File: src/include/gate_driver_consts.vh
// timing counts, variant codes and register map for the gate driver control
`ifndef GATE_DRIVER_CONSTS_VH
`define GATE_DRIVER_CONSTS_VH
// clock period in ns (10 MHz)
`define CLK_PERIOD_NS 100
// timing figures in their own unit
`define START_HOLD_NS 1000
`define SHUTDOWN_NS 200
`define RESTART_NS 200
`define SAFE_STARTUP_US 1000
`define DEGLITCH_NS 30
// dead time equation: ns = 1.97 * kohm + 2.75, held in hundredths
`define DT_SLOPE_X100 197
`define DT_OFFSET_X100 275
`define DT_RES_MIN_KOHM 6
`define DT_RES_MAX_KOHM 100
// derived cycle counts: least times round up, longest times round down, at least one
`define START_HOLD_CYC ((`START_HOLD_NS + `CLK_PERIOD_NS - 1) / `CLK_PERIOD_NS)
`define SHUTDOWN_CYC (((`SHUTDOWN_NS / `CLK_PERIOD_NS) < 1) ? 1 : (`SHUTDOWN_NS / `CLK_PERIOD_NS))
`define RESTART_CYC (((`RESTART_NS / `CLK_PERIOD_NS) < 1) ? 1 : (`RESTART_NS / `CLK_PERIOD_NS))
`define SAFE_STARTUP_CYC ((`SAFE_STARTUP_US * 1000 + `CLK_PERIOD_NS - 1) / `CLK_PERIOD_NS)
`define DEGLITCH_CYC ((`DEGLITCH_NS + `CLK_PERIOD_NS - 1) / `CLK_PERIOD_NS)
// register byte offsets
`define REG_CTRL 12'h0000
`define REG_STATUS 12'h0004
`define REG_IRQ_STAT 12'h0008
`define REG_IRQ_MASK 12'h000C
`define REG_DEAD_RES 12'h0010
// control register fields
`define CTRL_PWM_MODE 0
`define CTRL_ENH_UNDERVOLTAGE_LOCKOUT 1
`define CTRL_DELAY_START 2
`define CTRL_DEAD_EN 3
`define CTRL_DEGLITCH 4
`define CTRL_RESET 32'h0000_0000
`define DEAD_RES_RESET 32'h0000_0006
// event bits: 0 ready rose, 1 ready fell, 2 input lockout, 3 lockout a, 4 lockout b
`define EVT_W 5
// axi responses
`define RESP_OKAY 2'b00
`define RESP_SLVERR 2'b10
`endif

File: src/design/dead_time.v
// dead-time inserter for one complementary pair
`timescale 1ns/100ps
module dead_time (
  input wire CLK,
  input wire SYS_RST,
  input wire CE,
  input wire ENABLE,
  input wire [7:0] DELAY_CYC,
  input wire REQ_A,
  input wire REQ_B,
  output reg OUT_A,
  output reg OUT_B
);
  reg [7:0] cnt_reg; // cycles both outputs have been low
  // outputs rise only after both were low for the delay
  always @(posedge CLK) begin
    if (SYS_RST) begin
      OUT_A <= 1'b0;
      OUT_B <= 1'b0;
      cnt_reg <= 8'h00;
    end else if (CE) begin
      if (!REQ_A) OUT_A <= 1'b0;
      if (!REQ_B) OUT_B <= 1'b0;
      if (!ENABLE) begin
        OUT_A <= REQ_A;
        OUT_B <= REQ_B;
        cnt_reg <= 8'h00;
      end else if (OUT_A || OUT_B) begin
        cnt_reg <= 8'h00;
      end else if (cnt_reg < DELAY_CYC) begin
        cnt_reg <= cnt_reg + 8'h01;
      end else begin
        OUT_A <= REQ_A && !REQ_B;
        OUT_B <= REQ_B && !REQ_A;
      end
    end
  end
endmodule // dead_time

File: src/design/gate_driver_ctrl.v
// gate driver control logic with axi4-lite registers
`timescale 1ns/100ps
`include "gate_driver_consts.vh"
module gate_driver_ctrl (
  input wire CLK,
  input wire SYS_RST,
  input wire CE,
  input wire CTRL_IN_A,
  input wire CTRL_IN_B,
  input wire ENABLE_IN,
  input wire SUPPLY_IN_ABOVE_RISE,
  input wire SUPPLY_IN_ABOVE_FALL,
  input wire SUPPLY_A_ABOVE_RISE,
  input wire SUPPLY_A_ABOVE_FALL,
  input wire SUPPLY_B_ABOVE_RISE,
  input wire SUPPLY_B_ABOVE_FALL,
  output reg GATE_OUT_A,
  output reg GATE_OUT_B,
  output reg READY,
  output wire IRQ,
  input wire [11:0] S_AXI_AWADDR,
  input wire S_AXI_AWVALID,
  output wire S_AXI_AWREADY,
  input wire [31:0] S_AXI_WDATA,
  input wire [3:0] S_AXI_WSTRB,
  input wire S_AXI_WVALID,
  output wire S_AXI_WREADY,
  output reg [1:0] S_AXI_BRESP,
  output reg S_AXI_BVALID,
  input wire S_AXI_BREADY,
  input wire [11:0] S_AXI_ARADDR,
  input wire S_AXI_ARVALID,
  output wire S_AXI_ARREADY,
  output reg [31:0] S_AXI_RDATA,
  output reg [1:0] S_AXI_RRESP,
  output reg S_AXI_RVALID,
  input wire S_AXI_RREADY
);
  // state codes of the input-side power sequencer
  localparam [1:0] ST_LOCK = 2'd0; // input lockout
  localparam [1:0] ST_HOLD = 2'd1; // waiting start hold time
  localparam [1:0] ST_SAFE = 2'd2; // waiting safe startup delay
  localparam [1:0] ST_RUN = 2'd3; // outputs follow inputs
  localparam integer START_CYC_I = `START_HOLD_CYC;
  localparam integer SAFE_CYC_I = `SAFE_STARTUP_CYC;
  localparam integer SD_CYC_I = `SHUTDOWN_CYC;
  localparam integer RS_CYC_I = `RESTART_CYC;
  localparam [13:0] START_CYC = START_CYC_I[13:0];
  localparam [13:0] SAFE_CYC = SAFE_CYC_I[13:0];
  localparam [7:0] SD_CYC = SD_CYC_I[7:0];
  localparam [7:0] RS_CYC = RS_CYC_I[7:0];
  localparam [31:0] RES_MIN = `DT_RES_MIN_KOHM; // clamp bounds of the resistance
  localparam [31:0] RES_MAX = `DT_RES_MAX_KOHM;
  localparam [31:0] RES_INIT = `DEAD_RES_RESET;

  // decode one word offset into a register select
  function [2:0] reg_sel;
    input [11:0] addr;
    begin
      case (addr)
        `REG_CTRL: reg_sel = 3'd0;
        `REG_STATUS: reg_sel = 3'd1;
        `REG_IRQ_STAT: reg_sel = 3'd2;
        `REG_IRQ_MASK: reg_sel = 3'd3;
        `REG_DEAD_RES: reg_sel = 3'd4;
        default: reg_sel = 3'd7;
      endcase
    end
  endfunction

  ////////////////////////////////////////////////////////////////////////
  // synchronised, optionally filtered inputs
  reg [31:0] ctrl_reg; // mode control
  reg [6:0] dead_res_reg; // programming resistance in kilohm
  wire [8:0] raw_in; // raw pin inputs
  wire [8:0] syn_in; // synchronised inputs
  wire [8:0] filt_en; // filter only the logic inputs
  assign raw_in = {SUPPLY_B_ABOVE_FALL, SUPPLY_B_ABOVE_RISE, SUPPLY_A_ABOVE_FALL, SUPPLY_A_ABOVE_RISE,
                   SUPPLY_IN_ABOVE_FALL, SUPPLY_IN_ABOVE_RISE, ENABLE_IN, CTRL_IN_B, CTRL_IN_A};
  assign filt_en = {6'h00, {3{ctrl_reg[`CTRL_DEGLITCH]}}};
  genvar gi;
  generate
    for (gi = 0; gi < 9; gi = gi + 1) begin : g_sync
      // synchronise every input, deglitch the logic ones
      sync_filter u_sync (
        .CLK(CLK),
        .SYS_RST(SYS_RST),
        .CE(CE),
        .D(raw_in[gi]),
        .FILTER_EN(filt_en[gi]),
        .Q(syn_in[gi])
      );
    end
  endgenerate
  wire in_a = syn_in[0];
  wire in_b = syn_in[1];
  wire en_in = syn_in[2];

  ////////////////////////////////////////////////////////////////////////
  // lockout monitors with hysteresis
  reg lock_i_reg; // input-side lockout
  reg lock_a_reg; // channel a lockout
  reg lock_b_reg; // channel b lockout
  always @(posedge CLK) begin
    if (SYS_RST) begin
      lock_i_reg <= 1'b1;
      lock_a_reg <= 1'b1;
      lock_b_reg <= 1'b1;
    end else if (CE) begin
      if (!syn_in[4]) lock_i_reg <= 1'b1;
      else if (syn_in[3]) lock_i_reg <= 1'b0;
      if (!syn_in[6]) lock_a_reg <= 1'b1;
      else if (syn_in[5]) lock_a_reg <= 1'b0;
      if (!syn_in[8]) lock_b_reg <= 1'b1;
      else if (syn_in[7]) lock_b_reg <= 1'b0;
    end
  end

  ////////////////////////////////////////////////////////////////////////
  // power sequencer: start hold then optional safe delay
  reg [1:0] state_reg;
  reg [13:0] seq_cnt_reg;
  always @(posedge CLK) begin
    if (SYS_RST) begin
      state_reg <= ST_LOCK;
      seq_cnt_reg <= 14'h0000;
    end else if (CE) begin
      if (lock_i_reg) begin
        // input lockout restarts the sequence
        state_reg <= ST_LOCK;
        seq_cnt_reg <= 14'h0000;
      end else begin
        case (state_reg)
          ST_LOCK: begin
            state_reg <= ST_HOLD;
            seq_cnt_reg <= 14'h0000;
          end
          ST_HOLD: begin
            if (seq_cnt_reg >= START_CYC - 14'h0001) begin
              state_reg <= ctrl_reg[`CTRL_DELAY_START] ? ST_SAFE : ST_RUN;
              seq_cnt_reg <= 14'h0000;
            end else begin
              seq_cnt_reg <= seq_cnt_reg + 14'h0001;
            end
          end
          ST_SAFE: begin
            if (seq_cnt_reg >= SAFE_CYC - 14'h0001) begin
              state_reg <= ST_RUN;
            end else begin
              seq_cnt_reg <= seq_cnt_reg + 14'h0001;
            end
          end
          ST_RUN: state_reg <= ST_RUN;
          default: state_reg <= ST_LOCK;
        endcase
      end
    end
  end

  ////////////////////////////////////////////////////////////////////////
  // enable path: stop after shutdown time, resume after restart time
  reg en_act_reg; // effective enable
  reg [7:0] en_cnt_reg;
  always @(posedge CLK) begin
    if (SYS_RST) begin
      en_act_reg <= 1'b0;
      en_cnt_reg <= 8'h00;
    end else if (CE) begin
      if (en_in == en_act_reg) begin
        en_cnt_reg <= 8'h00;
      end else if (en_cnt_reg >= (en_in ? RS_CYC : SD_CYC) - 8'h01) begin
        en_act_reg <= en_in;
        en_cnt_reg <= 8'h00;
      end else begin
        en_cnt_reg <= en_cnt_reg + 8'h01;
      end
    end
  end

  ////////////////////////////////////////////////////////////////////////
  // requested gate levels
  reg req_a;
  reg req_b;
  always @* begin
    if (ctrl_reg[`CTRL_PWM_MODE]) begin
      req_a = in_a;
      req_b = !in_a;
    end else begin
      req_a = in_a;
      req_b = in_b;
    end
    if (state_reg != ST_RUN || lock_i_reg || !en_act_reg) begin
      // lockout overrides enable; enable low drives both low
      req_a = 1'b0;
      req_b = 1'b0;
    end
    if (ctrl_reg[`CTRL_ENH_UNDERVOLTAGE_LOCKOUT] && (lock_a_reg || lock_b_reg)) begin
      req_a = 1'b0;
      req_b = 1'b0;
    end
  end

  // dead time cycles from resistance: ns*100 = 197*r + 275
  wire [31:0] dt_x100 = dead_res_reg * `DT_SLOPE_X100 + `DT_OFFSET_X100;
  wire [31:0] dt_div = (dt_x100 + `CLK_PERIOD_NS * 100 - 1) / (`CLK_PERIOD_NS * 100);
  wire [7:0] dt_cyc = dt_div[7:0]; // at most two cycles over the whole range
  wire dt_a;
  wire dt_b;
  // delays the rising edge of each output in pwm mode with CTRL_DEAD_EN set; falling edges pass at once
  dead_time u_dead (
    .CLK(CLK),
    .SYS_RST(SYS_RST),
    .CE(CE),
    .ENABLE(ctrl_reg[`CTRL_PWM_MODE] && ctrl_reg[`CTRL_DEAD_EN]),
    .DELAY_CYC(dt_cyc),
    .REQ_A(req_a),
    .REQ_B(req_b),
    .OUT_A(dt_a),
    .OUT_B(dt_b)
  );

  // gate outputs, channel lockout gates its own output
  always @(posedge CLK) begin
    if (SYS_RST) begin
      GATE_OUT_A <= 1'b0;
      GATE_OUT_B <= 1'b0;
      READY <= 1'b0;
    end else if (CE) begin
      GATE_OUT_A <= dt_a && !lock_a_reg && !lock_i_reg;
      GATE_OUT_B <= dt_b && !lock_b_reg && !lock_i_reg;
      READY <= !lock_i_reg && !lock_a_reg && !lock_b_reg;
    end
  end

  ////////////////////////////////////////////////////////////////////////
  // interrupt events
  reg [`EVT_W-1:0] irq_stat_reg;
  reg [`EVT_W-1:0] irq_mask_reg;
  reg ready_d_reg;
  reg [2:0] lock_d_reg;
  wire [`EVT_W-1:0] evt;
  assign evt = {lock_b_reg & ~lock_d_reg[2], lock_a_reg & ~lock_d_reg[1], lock_i_reg & ~lock_d_reg[0],
                ready_d_reg & ~READY, READY & ~ready_d_reg};
  assign IRQ = |(irq_stat_reg & irq_mask_reg);

  ////////////////////////////////////////////////////////////////////////
  // axi4-lite slave: one write and one read at a time
  reg aw_hold_reg;
  reg w_hold_reg;
  reg [11:0] awaddr_reg;
  reg [31:0] wdata_reg;
  assign S_AXI_AWREADY = !aw_hold_reg && !S_AXI_BVALID;
  assign S_AXI_WREADY = !w_hold_reg && !S_AXI_BVALID;
  assign S_AXI_ARREADY = !S_AXI_RVALID;
  wire aw_ok = aw_hold_reg || (S_AXI_AWVALID && S_AXI_AWREADY);
  wire w_ok = w_hold_reg || (S_AXI_WVALID && S_AXI_WREADY);
  wire [11:0] wr_addr = aw_hold_reg ? awaddr_reg : S_AXI_AWADDR;
  wire [31:0] wr_data = w_hold_reg ? wdata_reg : S_AXI_WDATA;
  wire do_wr = aw_ok && w_ok && !S_AXI_BVALID;
  wire do_rd = S_AXI_ARVALID && S_AXI_ARREADY;
  wire rd_stat = do_rd && reg_sel(S_AXI_ARADDR) == 3'd2;

  // write channel and register updates
  always @(posedge CLK) begin
    if (SYS_RST) begin
      aw_hold_reg <= 1'b0;
      w_hold_reg <= 1'b0;
      awaddr_reg <= 12'h000;
      wdata_reg <= 32'h0000_0000;
      S_AXI_BVALID <= 1'b0;
      S_AXI_BRESP <= `RESP_OKAY;
      ctrl_reg <= `CTRL_RESET;
      dead_res_reg <= RES_INIT[6:0];
      irq_mask_reg <= {`EVT_W{1'b0}};
    end else if (CE) begin
      if (S_AXI_AWVALID && S_AXI_AWREADY && !do_wr) begin
        aw_hold_reg <= 1'b1;
        awaddr_reg <= S_AXI_AWADDR;
      end
      if (S_AXI_WVALID && S_AXI_WREADY && !do_wr) begin
        w_hold_reg <= 1'b1;
        wdata_reg <= S_AXI_WDATA;
      end
      if (do_wr) begin
        aw_hold_reg <= 1'b0;
        w_hold_reg <= 1'b0;
        S_AXI_BVALID <= 1'b1;
        S_AXI_BRESP <= `RESP_OKAY;
        case (reg_sel(wr_addr))
          3'd0: ctrl_reg <= {27'h000_0000, wr_data[4:0]};
          3'd3: irq_mask_reg <= wr_data[`EVT_W-1:0];
          3'd4: begin
            // clamp to the permitted resistance range
            // compare the whole word so large values clamp instead of wrapping
            if (wr_data < RES_MIN) dead_res_reg <= RES_MIN[6:0];
            else if (wr_data > RES_MAX) dead_res_reg <= RES_MAX[6:0];
            else dead_res_reg <= wr_data[6:0];
          end
          3'd1, 3'd2: S_AXI_BRESP <= `RESP_OKAY;
          default: S_AXI_BRESP <= `RESP_SLVERR;
        endcase
      end else if (S_AXI_BVALID && S_AXI_BREADY) begin
        S_AXI_BVALID <= 1'b0;
      end
    end
  end

  // read channel, status clear on read with set winning
  always @(posedge CLK) begin
    if (SYS_RST) begin
      S_AXI_RVALID <= 1'b0;
      S_AXI_RDATA <= 32'h0000_0000;
      S_AXI_RRESP <= `RESP_OKAY;
      irq_stat_reg <= {`EVT_W{1'b0}};
      ready_d_reg <= 1'b0;
      lock_d_reg <= 3'b111;
    end else if (CE) begin
      ready_d_reg <= READY;
      lock_d_reg <= {lock_b_reg, lock_a_reg, lock_i_reg};
      irq_stat_reg <= (rd_stat ? {`EVT_W{1'b0}} : irq_stat_reg) | evt;
      if (do_rd) begin
        S_AXI_RVALID <= 1'b1;
        S_AXI_RRESP <= `RESP_OKAY;
        case (reg_sel(S_AXI_ARADDR))
          3'd0: S_AXI_RDATA <= ctrl_reg;
          3'd1: S_AXI_RDATA <= {25'h000_0000, state_reg, en_act_reg, lock_b_reg, lock_a_reg, lock_i_reg, READY};
          3'd2: S_AXI_RDATA <= {27'h000_0000, irq_stat_reg};
          3'd3: S_AXI_RDATA <= {27'h000_0000, irq_mask_reg};
          3'd4: S_AXI_RDATA <= {25'h000_0000, dead_res_reg};
          default: begin
            S_AXI_RDATA <= 32'h0000_0000;
            S_AXI_RRESP <= `RESP_SLVERR;
          end
        endcase
      end else if (S_AXI_RVALID && S_AXI_RREADY) begin
        S_AXI_RVALID <= 1'b0;
      end
    end
  end
endmodule // gate_driver_ctrl

File: src/design/sync_filter.v
// two-stage synchroniser followed by an optional glitch filter
`timescale 1ns/100ps
`include "gate_driver_consts.vh"
module sync_filter (
  input wire CLK,
  input wire SYS_RST,
  input wire CE,
  input wire D,
  input wire FILTER_EN,
  output reg Q
);
  reg meta_reg; // first stage, read only by second stage
  reg sync_reg; // second stage
  reg [1:0] cnt_reg; // stable-cycle counter
  localparam integer DG_CYC_I = `DEGLITCH_CYC;
  localparam [1:0] DG_LIM = DG_CYC_I[1:0]; // extra cycles a change must hold
  // synchroniser stages
  always @(posedge CLK) begin
    if (SYS_RST) begin
      meta_reg <= 1'b0;
      sync_reg <= 1'b0;
    end else if (CE) begin
      meta_reg <= D;
      sync_reg <= meta_reg;
    end
  end
  // filter: pass a change only after it held for the deglitch window
  always @(posedge CLK) begin
    if (SYS_RST) begin
      Q <= 1'b0;
      cnt_reg <= 2'h0;
    end else if (CE) begin
      if (sync_reg == Q) begin
        cnt_reg <= 2'h0;
      end else if (!FILTER_EN || cnt_reg >= DG_LIM) begin
        Q <= sync_reg;
        cnt_reg <= 2'h0;
      end else begin
        cnt_reg <= cnt_reg + 2'h1;
      end
    end
  end
endmodule // sync_filter

File: config.mk
export PLATFORM = sky130hd
export DESIGN_NAME = gate_driver_ctrl
export DESIGN_NICKNAME = d
export VERILOG_FILES = /design/src/design/dead_time.v /design/src/design/gate_driver_ctrl.v /design/src/design/sync_filter.v
export VERILOG_INCLUDE_DIRS = /design/src /design/src/include
export SDC_FILE = /design/constraint.sdc
export NUM_CORES = 1
export LEC_CHECK = 0
export ABC_CLOCK_PERIOD_IN_PS = 6550
export BUFFER_PORTS_ARGS = -buffer_cell sky130_fd_sc_hd__buf_4
export CORE_ASPECT_RATIO = 1.2
export CORE_MARGIN = 1
export CORE_UTILIZATION = 53
export DETAILED_ROUTE_END_ITERATION = 8
export HOLD_SLACK_MARGIN = 0.05
export PLACE_DENSITY = 0.84
export SETUP_SLACK_MARGIN = 0.3
export SLEW_MARGIN = 10
export SYNTH_ARGS = -nofsm -noshare
export SYNTH_HDL_FRONTEND = slang
export SYNTH_SLANG_ARGS = --single-unit
File: constraint.sdc
create_clock -name CLK -period 6.55 [get_ports CLK]
set_input_delay 1.965 -clock CLK [delete_from_list [all_inputs] [get_ports CLK]]
set_output_delay 1.965 -clock CLK [all_outputs]
set_load 0.03 [all_outputs]
Yosys cells after proc, flatten, opt, wreduce, memory -nomap -nowiden
Index checks and enable logic that the tools add are counted.

Register bits after elaboration: 184. Bits of input ports: 77. Output and inout bits: 45. Logic and storage cells: 285.

Add/sub/neg operators: 9. Multiply operators: 1. Div/mod/pow operators: 1. Order comparisons: 9. Equality and inequality tests: 38. Muxes and demuxes: 63. Bitwise gates (word level): 22. Reductions and logical operators: 84.

Operators by type and width (number): 12-bit by 4-bit equality test with 1-bit output (second input constant) (4); 14-bit two-way mux (3); 14-bit case mux with 3 select lines (1); 8-bit two-way mux (5); 2-bit AND reduction (18); 7-bit case mux with 5 select lines (1); 32-bit by 14-bit divider with 32-bit output (second input constant) (1); 32-bit by 7-bit > comparator with 1-bit output (second input constant) (1); 32-bit by 3-bit < comparator with 1-bit output (second input constant) (1); 32-bit two-way mux (1); 3-bit case mux with 5 select lines (2); 1-bit two-way mux (28); 3-bit AND reduction (9); 12-bit by 3-bit equality test with 1-bit output (second input constant) (2); 12-bit by 5-bit equality test with 1-bit output (second input constant) (2); 12-bit zero test (2); 1-bit logical AND (22); 2-bit two-way mux (11); 3-bit two-way mux (6); 17-bit by 1-bit subtractor with 18-bit output (second input constant) (1); 16-bit by 14-bit adder with 17-bit output (second input constant) (1); 15-bit by 9-bit adder with 16-bit output (second input constant) (1); 8-bit by 1-bit adder with 8-bit output (second input constant) (2); 3-bit by 2-bit equality test with 1-bit output (second input constant) (5); other kinds (30) (97).

Logic depth before layout (Yosys ltp)
Gate-level depths: netlist (run 1).

Word-level depth: 12. Gate-level depth with buffers: 30. Depth with buffers taken out: 27.

Hierarchy
A second synthesis (run 1) with hierarchy kept.

Cell total of the unflattened synthesis: 1303. Area, all modules: 10825.4 µm².

By module, submodules not included: gate_driver_ctrl (times used 1, cells an instance 1023, area an instance 8066.5 µm², seq. area each 2282.2 µm²); sync_filter (times used 9, cells an instance 21, area an instance 217.7 µm², seq. area each 100.1 µm²); dead_time (times used 1, cells an instance 91, area an instance 799.5 µm², seq. area each 200.2 µm²).

Worst setup path after synthesis (run 1)
No wires, ideal clock.

Path kind: register to register. Start point: reg dead_res_reg[4]. End point: reg u_dead.cnt_reg[4]. Library setup time: 0.070 ns. Arrival: 6.965 ns. Required time: 6.480 ns. Setup slack: -0.485 ns. Cell stages (with the launch flop): 29. Buffers on the path: 3. Clock period less this slack: 7.035 ns. Path through: dfxtp_1 ha_1 fa_1 fa_1 ha_1 ha_1 buf_2 o21a_1 o22ai_4 o221a_2 or3_1 buf_4 and3_1 buf_6 nor4_4 o211ai_1 or4_1 o211ai_2 o21ai_1 nor4_1 nor3_1 ha_1 or3_1 a221oi_1 a211oi_1 o21ai_1 nor2_2 or4_1 a21oi_1.

Cells in the longest elaborated chain, start to end: 8.

Ends and longest elaborated chain: from (decl) (line gate_driver_ctrl.v:74) `reg [6:0] dead_res_reg;`; from (signal assigned) (line gate_driver_ctrl.v:273) `dead_res_reg <= RES_INIT[6:0];`; from (signal assigned) (line gate_driver_ctrl.v:295) `if (wr_data < RES_MIN) dead_res_reg <= RES_MIN[6:0];`; from (signal assigned) (line gate_driver_ctrl.v:296) `else if (wr_data > RES_MAX) dead_res_reg <= RES_MAX[6:0];`; 7-bit by 8-bit multiplier with 15-bit output (no source line); 15-bit by 9-bit adder with 16-bit output (no source line); 16-bit by 14-bit adder with 17-bit output (line gate_driver_ctrl.v:205) `` wire [31:0] dt_div = (dt_x100 + `CLK_PERIOD_NS * 100 - 1) / (`CLK_PERIOD_NS * 100); ``; 17-bit by 1-bit subtractor with 18-bit output (line gate_driver_ctrl.v:205); 32-bit by 14-bit divider with 32-bit output (line gate_driver_ctrl.v:205); 8-bit < comparator (line dead_time.v:30) `end else if (cnt_reg < DELAY_CYC) begin`; 3-bit != test (no source line); 2-bit AND reduction (no source line); to (signal assigned) (line dead_time.v:31) `cnt_reg <= cnt_reg + 8'h01;`; to (decl) (line dead_time.v:14) `reg [7:0] cnt_reg;`.

Every way passes these cells. A chain may end at the register's enable or synchronous reset.

Worst setup path in the final report (run 1)
Start point: reg dead_res_reg[6]. End point: reg u_dead.cnt_reg[4].

The elaborated chain is that of the path after synthesis.

==> out/qor.yml, run 1 <==
grt:
  grt_usage_pct: 27.5
  first_global_vias: 9233
  overflow: 0
  antenna_found_initial: 0
  grt_max_degree: 72
  grt_pass1_wl_mm: 42.5
worst_setup_path:
  critPathArrivalTime_ns: 6.94
  worstPathRequired_ns: 6.91
  r2r_slack_ns: -0.04
  cp_max_fo: 6
  critPathKind: "reg -> reg"
  worstSetupStartpointType: "register"
  crit_path_end_kind: "register"
synthesis:
  ys_seq_area_share_pct: 32.2
  synth_edf_count: 0
  syn-cell-area_um2: 9750
  synth_area_leaders: "dfxtp_1 32%, ha_1 7.7%, mux2i_1 6.0%"
  ys_ff_latch: 157
  synth_area_per_cell_um2: 8.23
  synth_cell_type_count: 99
  synth_top_area_share_pct: 32.2
  synth.largest_area_cell: "dfxtp_1"
  synth_ff_type: "dfxtp_1"
  yosysWarnings: 0
  ys_async_sr_fraction_pct: 0
  syn_inst: 1185
job:
  maxCapViolations: 0
status:
  status: "finished, violations left"
  failed_checks: "negative setup slack"
route:
  vias: 9507
  routed.top_layer: "met4"
  via_per_inst: 5.96
  drt_iter0_drc: 913
  wl_met3_mm: 1.18
  wl_per_cell_um: 16.2
  final_antenna_net_count: 0
  drc_errors: 0
  dr_wl_met2_mm: 13.2
  dr.pass1.iters: 6
  wl_mm: 25.8
  wl_met1_mm: 10.3
floorplanning:
  core_area_um2: 17800
  die_w_um: 126
  ios: 122
  dieArea_um2: 18900
  rows: 53
  start_util_pct: 54.9
  fp.dieH_um: 151
power:
  sw_frac_of_total_pct: 24.7
  switchingPower_uw: 563
  comb_power_share_pct: 10.1
  ir_drop_mv: 0.224
  power.leakage_uw: 0.00513
  intPower_uw: 1720
  power_uw: 2280
  clkPwrFrac_pct: 46.4
  seq_power_share_pct: 43.5
  power_density_nw_per_um2: 185
sta:
  grt_setup_unrepaired: "yes"
  skew_ns: 0.00699
  fin_crit_sh_pct: 101
  fin_ws_ns: -0.0363
  setup_viol: 1
  clock.fmax_ghz: 0.152
  relSlewSlack_pct: 18.3
  tightest_slew_ns: 1.22
  slew_viol_final: 0
  hold_violations: 0
  period_minus_slack_ns: 6.59
final_layout:
  syn_to_final_growth_pct: 26.5
  layoutNonFillerInstCount: 1595
  nNetsFinal: 1504
  layout_commonest_cell: "buf_4"
  mostFrequentLayoutCells: "207 x buf_4, 152 x dfxtp_1, 144 x nor2_1, 139 x nand2_1, 81 x a21oi_1"
  drive_gt1_share_pct: 24.6
  insertedDiodeCount: 0
  largest_reg_flops: 32
cts:
  cts_sinks: 157
  clock_path_buffers: 2
  clock_latency_ns: 0.43
  cts_tree: "built"
  htree_levels: 4
  cts_root_buffer: "clkbuf_16"
  path_clk_slew_ns: 0.06
  cts_buffers: 17
place:
  io_buffers: 90
  dp_cells: 1537
  place_ws_ns: -0.111
  dp_hpwl_mm: 17.7
  gp_congestion: 0.924
hold_path:
  hp-class: "reg -> reg"
-- what timing repair did --
item	in CTS	in global routing
hold buffers	0	0
buffers inserted	22	4
gates resized for setup	42	16
setup endpoints to repair	9	9
gates cloned	0	0
endpoints found under the hold margin	0	0
pin swaps	23	21
-- stage by stage --
stage / TNS, ns / utilization, % / hold WS [ns] / area, um^2
after floorplan: 0 / - / 0.430 / 9970
after global placement: -0.0949 / 63.0 / 0.438 / 11200
after detailed placement: -0.365 / 63.0 / 0.448 / 11200
after CTS: 0 / 68.8 / 0.456 / 12200
after global routing: -1.62 / 69.4 / 0.470 / 12300
final: -0.0363 / 69.4 / 0.456 / 12300
-- worst max-delay path, cell delays in order, from the launching register on --
cell and delay [ns]:
dfxtp_2 0.34, ha_4 0.23, ha_1 0.29, fa_1 0.46, ha_1 0.35, ha_4 0.32, and3b_2 0.26, o22ai_4 0.11
o221a_4 0.23, buf_4 0.15, o21ai_4 0.18, a41oi_2 0.16, o32a_1 0.43, o21bai_4 0.22, a2111o_1 0.41, nand4_1 0.13
o2111ai_2 0.15, nor4_4 0.36, nor3_2 0.08, ha_2 0.19, or3_1 0.37, a221oi_2 0.20, a211oi_2 0.08, o21ai_2 0.21
nor2_4 0.06, or4_1 0.41, a21oi_1 0.12
-- kinds of logic (layout without fill, tap and decap cells) --
group	count (synthesis)	after routing	synth area share (%)
AO/OA/AOI/OAI	261	261	19.4
XOR/XNOR	38	38	3.41
adder cells (fa/ha/maj)	65	65	8.72
buffers and inverters	119	282	5.98
flip-flops	157	157	32.2
multiplexers	64	64	6.65
other	1	28	0.0385
AND/OR/NAND/NOR	480	480	23.6
-- final timing paths --
| check | startpoint | end | cells past startpoint |
|---|---|---|---|
| setup / recovery | dead_res_reg[6] | u_dead.cnt_reg[4] | 26 |
| setup reg to reg | dead_res_reg[6] | u_dead.cnt_reg[4] | 26 |
| hold reg to reg | wdata_reg[5] | wdata_reg[5] | 2 |
| hold / removal | wdata_reg[5] | wdata_reg[5] | 2 |
-- cell usage after synthesis, drive strengths merged (6+ instances only) --
| library cell | n |
|---|---|
| a32oi | 6 |
| a22oi | 24 |
| o211ai | 12 |
| ha | 60 |
| a21oi | 86 |
| dfxtp | 157 |
| a221oi | 6 |
| clkbuf | 33 |
| nand2b | 7 |
| o21a | 6 |
| xnor2 | 18 |
| mux2i | 58 |
| xor2 | 20 |
| and2 | 15 |
| buf | 50 |
| nand2 | 142 |
| inv | 36 |
| nand3 | 41 |
| or3 | 15 |
| a21o | 8 |
| nor4 | 21 |
| a222oi | 6 |
| nor3 | 30 |
| nor4b | 6 |
| nor2 | 146 |
| or4 | 7 |
| nand4 | 18 |
| a211oi | 7 |
| and3 | 7 |
| o21ai | 36 |
| mux2 | 6 |
-- area by class of cell --
| type | count | area (um^2) |
|---|---|---|
| Multi-Input combinational cell | 936 | 6510 |
| Fill cell | 1265 | 5430 |
| Sequential cell | 157 | 3150 |
| Timing Repair Buffer | 214 | 1630 |
| Clock buffer | 17 | 425 |
| Tap cell | 220 | 275 |
| Clock inverter | 15 | 209 |
| Inverter | 36 | 135 |
-- per-layer routing --
metal  vias to the layer above  GRT usage, %
met4                         0          13.8
met5                         -             0
li1                       4592             -
met3                        95          4.62
met2                       332          51.3
met1                      4488          30.1
-- power by group through the flow --
stage	clock network [uW]	registers, uW	logic, uW
5_1_grt	1110	994	249
3_5_place_dp	0	1010	215
4_1_cts	1060	992	224
6_report	1060	992	230
3_3_place_gp	0	1010	210
2_1_floorplan	0	1010	151
No activity file was read; power rests on OpenSTA's default activity.
==> inputs of run 2 (changes only) <==
--- a/config.mk
+++ b/config.mk
@@ -13,7 +13,7 @@
 export CORE_UTILIZATION = 53
 export DETAILED_ROUTE_END_ITERATION = 8
 export HOLD_SLACK_MARGIN = 0.05
-export PLACE_DENSITY = 0.84
+export PLACE_DENSITY_LB_ADDON = 0.12
 export SETUP_SLACK_MARGIN = 0.3
 export SLEW_MARGIN = 10
 export SYNTH_ARGS = -nofsm -noshare
==> run 2 against run 1 <==
  * The flow now finishes without violations
  * Clock-buffer cell count rose by 3
  * Fmax rose by 2.5%
  * Wire length fell by 5.2%
  * Critical endpoint unchanged
==> out/qor.yml, run 2 (same netlist as run 1, synthesis figures left out) <==
status:
  status: "finished clean"
route:
  wl_per_cell_um: 15.3
  wl_met1_mm: 10.7
  dr_wl_met2_mm: 12.3
  drt_iter0_drc: 535
  final_antenna_net_count: 0
  via_per_inst: 5.75
  wl_met3_um: 695
  drc_errors: 0
  routed.top_layer: "met4"
  wl_mm: 24.4
  dr.pass1.iters: 5
  vias: 9199
floorplanning:
  fp.dieH_um: 151
  ios: 122
  rows: 53
  die_w_um: 126
  start_util_pct: 54.9
  dieArea_um2: 18900
  core_area_um2: 17800
grt:
  overflow: 0
  first_global_vias: 8675
  antenna_found_initial: 0
  grt_usage_pct: 26.0
  grt_max_degree: 103
  grt_pass1_wl_mm: 40.0
place:
  dp_cells: 1543
  gp_congestion: 0.830
  io_buffers: 90
  dp_hpwl_mm: 17.8
worst_setup_path:
  r2r_slack_ns: 0.12
  critPathKind: "reg -> reg"
  cp_max_fo: 6
  ff2ff_path_depth: 27
  r2r_end: "u_dead.cnt_reg[4]"
  worstSetupStartpointType: "register"
  r2r-start: "dead_res_reg[6]"
  worstPathRequired_ns: 6.89
  crit_path_end_kind: "register"
  critPathArrivalTime_ns: 6.77
cts:
  cts_sinks: 157
  path_clk_slew_ns: 0.06
  clock_path_buffers: 2
  clock_latency_ns: 0.41
  htree_levels: 4
  cts_root_buffer: "clkbuf_16"
  cts_buffers: 17
  cts_hold_buf: 0
  cts_tree: "built"
sta:
  fin_crit_sh_pct: 98.1
  hold_violations: 0
  slew_viol_final: 0
  holdWs_ns: 0.453
  skew_ns: 0.0131
  setup_viol: 0
  period_minus_slack_ns: 6.43
  clock.fmax_ghz: 0.156
  relSlewSlack_pct: 18.4
  tightest_slew_ns: 1.22
  grt_setup_unrepaired: "yes"
final_layout:
  nNetsFinal: 1511
  multi_input_area_um2: 6620
  insertedDiodeCount: 0
  mostFrequentLayoutCells: "217 x buf_4, 153 x dfxtp_1, 144 x nor2_1, 139 x nand2_1, 79 x a21oi_1"
  layout_commonest_cell: "buf_4"
  fill_cells: 1417
  largest_reg_flops: 32
  seqCellArea_um2: 3150
  drive_gt1_share_pct: 25.4
  layoutNonFillerInstCount: 1599
  syn_to_final_growth_pct: 27.1
power:
  intPower_uw: 1600
  power_density_nw_per_um2: 171
  seq_power_share_pct: 46.8
  ir_drop_mv: 0.208
  sw_frac_of_total_pct: 24.7
  comb_power_share_pct: 10.6
  power.leakage_uw: 0.00517
  switchingPower_uw: 524
  clkPwrFrac_pct: 42.6
hold_path:
  holdPathStages: 2
  min_from: "wdata_reg[31]"
  hp-class: "reg -> reg"
  worst_hold_path.endpoint: "wdata_reg[31]"
job:
  maxCapViolations: 0
## run 2: cell types whose count changed in the layout (fill, tap and decap cells not counted), moves of 2 or more
cell	before	now
buf_4	207	217
buf_6	7	3
bufinv_16	4	1
inv_6	5	2
a21oi_1	81	79
a21oi_2	3	5
clkbuf_1	0	2
nand2b_1	7	5
nand2b_4	0	2
## run 2: worst max path at each step
| stage | startpoint | endpoint | slack, ns | depth (start not counted) |
|---|---|---|---|---|
| 3_3_place_gp | dead_res_reg[4] | u_dead.cnt_reg[4] | -0.08 | 25 |
| 6_report | dead_res_reg[6] | u_dead.cnt_reg[4] | 0.12 | 27 |
| 5_1_grt | dead_res_reg[6] | u_dead.cnt_reg[4] | -0.1 | 26 |
| 4_1_cts | dead_res_reg[4] | u_dead.cnt_reg[4] | 0.20 | 28 |
| 3_5_place_dp | dead_res_reg[4] | u_dead.cnt_reg[4] | -0.16 | 25 |
| 2_1_floorplan | dead_res_reg[4] | u_dead.cnt_reg[4] | 0.04 | 28 |
## run 2: timing repair
action / in CTS / in global routing
setup buffers: 25 / 2
resized for setup: 59 / 13
pin swaps: 43 / 9
endpoints found under the setup margin: 9 / 9
## run 2: critical path: stages (launching register included)
cell,delay [ns]
dfxtp_2,0.34
ha_4,0.16
fa_1,0.46
fa_1,0.53
ha_4,0.21
ha_4,0.30
a21oi_4,0.07
buf_4,0.15
o211a_1,0.12
o211a_1,0.26
nor4_4,0.31
buf_4,0.19
a22oi_1,0.09
o32a_1,0.21
buf_4,0.15
or4_1,0.53
o211ai_2,0.14
o21ai_2,0.11
nor4_4,0.25
nor3_2,0.09
ha_2,0.18
or3_1,0.31
a221oi_2,0.20
a211oi_2,0.10
o21ai_2,0.23
nor2_4,0.08
or4_1,0.42
a21oi_1,0.15
## run 2: layer usage
layer  GRT usage [%]  vias up
met5               0        -
met4            10.3        0
met3            3.34       38
met2            47.2      204
met1            31.1     4357
li1                -     4600
## run 2: power by group through the flow
stage / Clock, uW / Sequential [uW] / Combinational, uW
3_3_place_gp: 0 / 1010 / 212
2_1_floorplan: 0 / 1010 / 151
4_1_cts: 919 / 992 / 222
5_1_grt: 963 / 994 / 245
3_5_place_dp: 0 / 1010 / 215
6_report: 904 / 992 / 225
## run 2: layout make-up
class,count,share of cell area [%]
Multi-Input combinational cell,936,53.4
Sequential cell,157,25.4
Timing Repair Buffer,221,13.6
Tap cell,220,2.22
Inverter,36,1.09
Clock inverter,9,0.727
Clock buffer,20,3.60
## run 2: stage by stage
step	instance area, um^2	TNS [ns]	setup slack, ns	power [uW]	util (%)
finish	12400	0	0.122	2120	69.7
detailed placement	11300	-0.622	-0.158	1230	63.3
global placement	11300	-0.174	-0.0764	1220	63.3
global route	12400	-0.245	-0.0962	2200	69.7
CTS	12300	0	0.201	2130	69.3
floorplan	9970	0	0.0411	1160	-
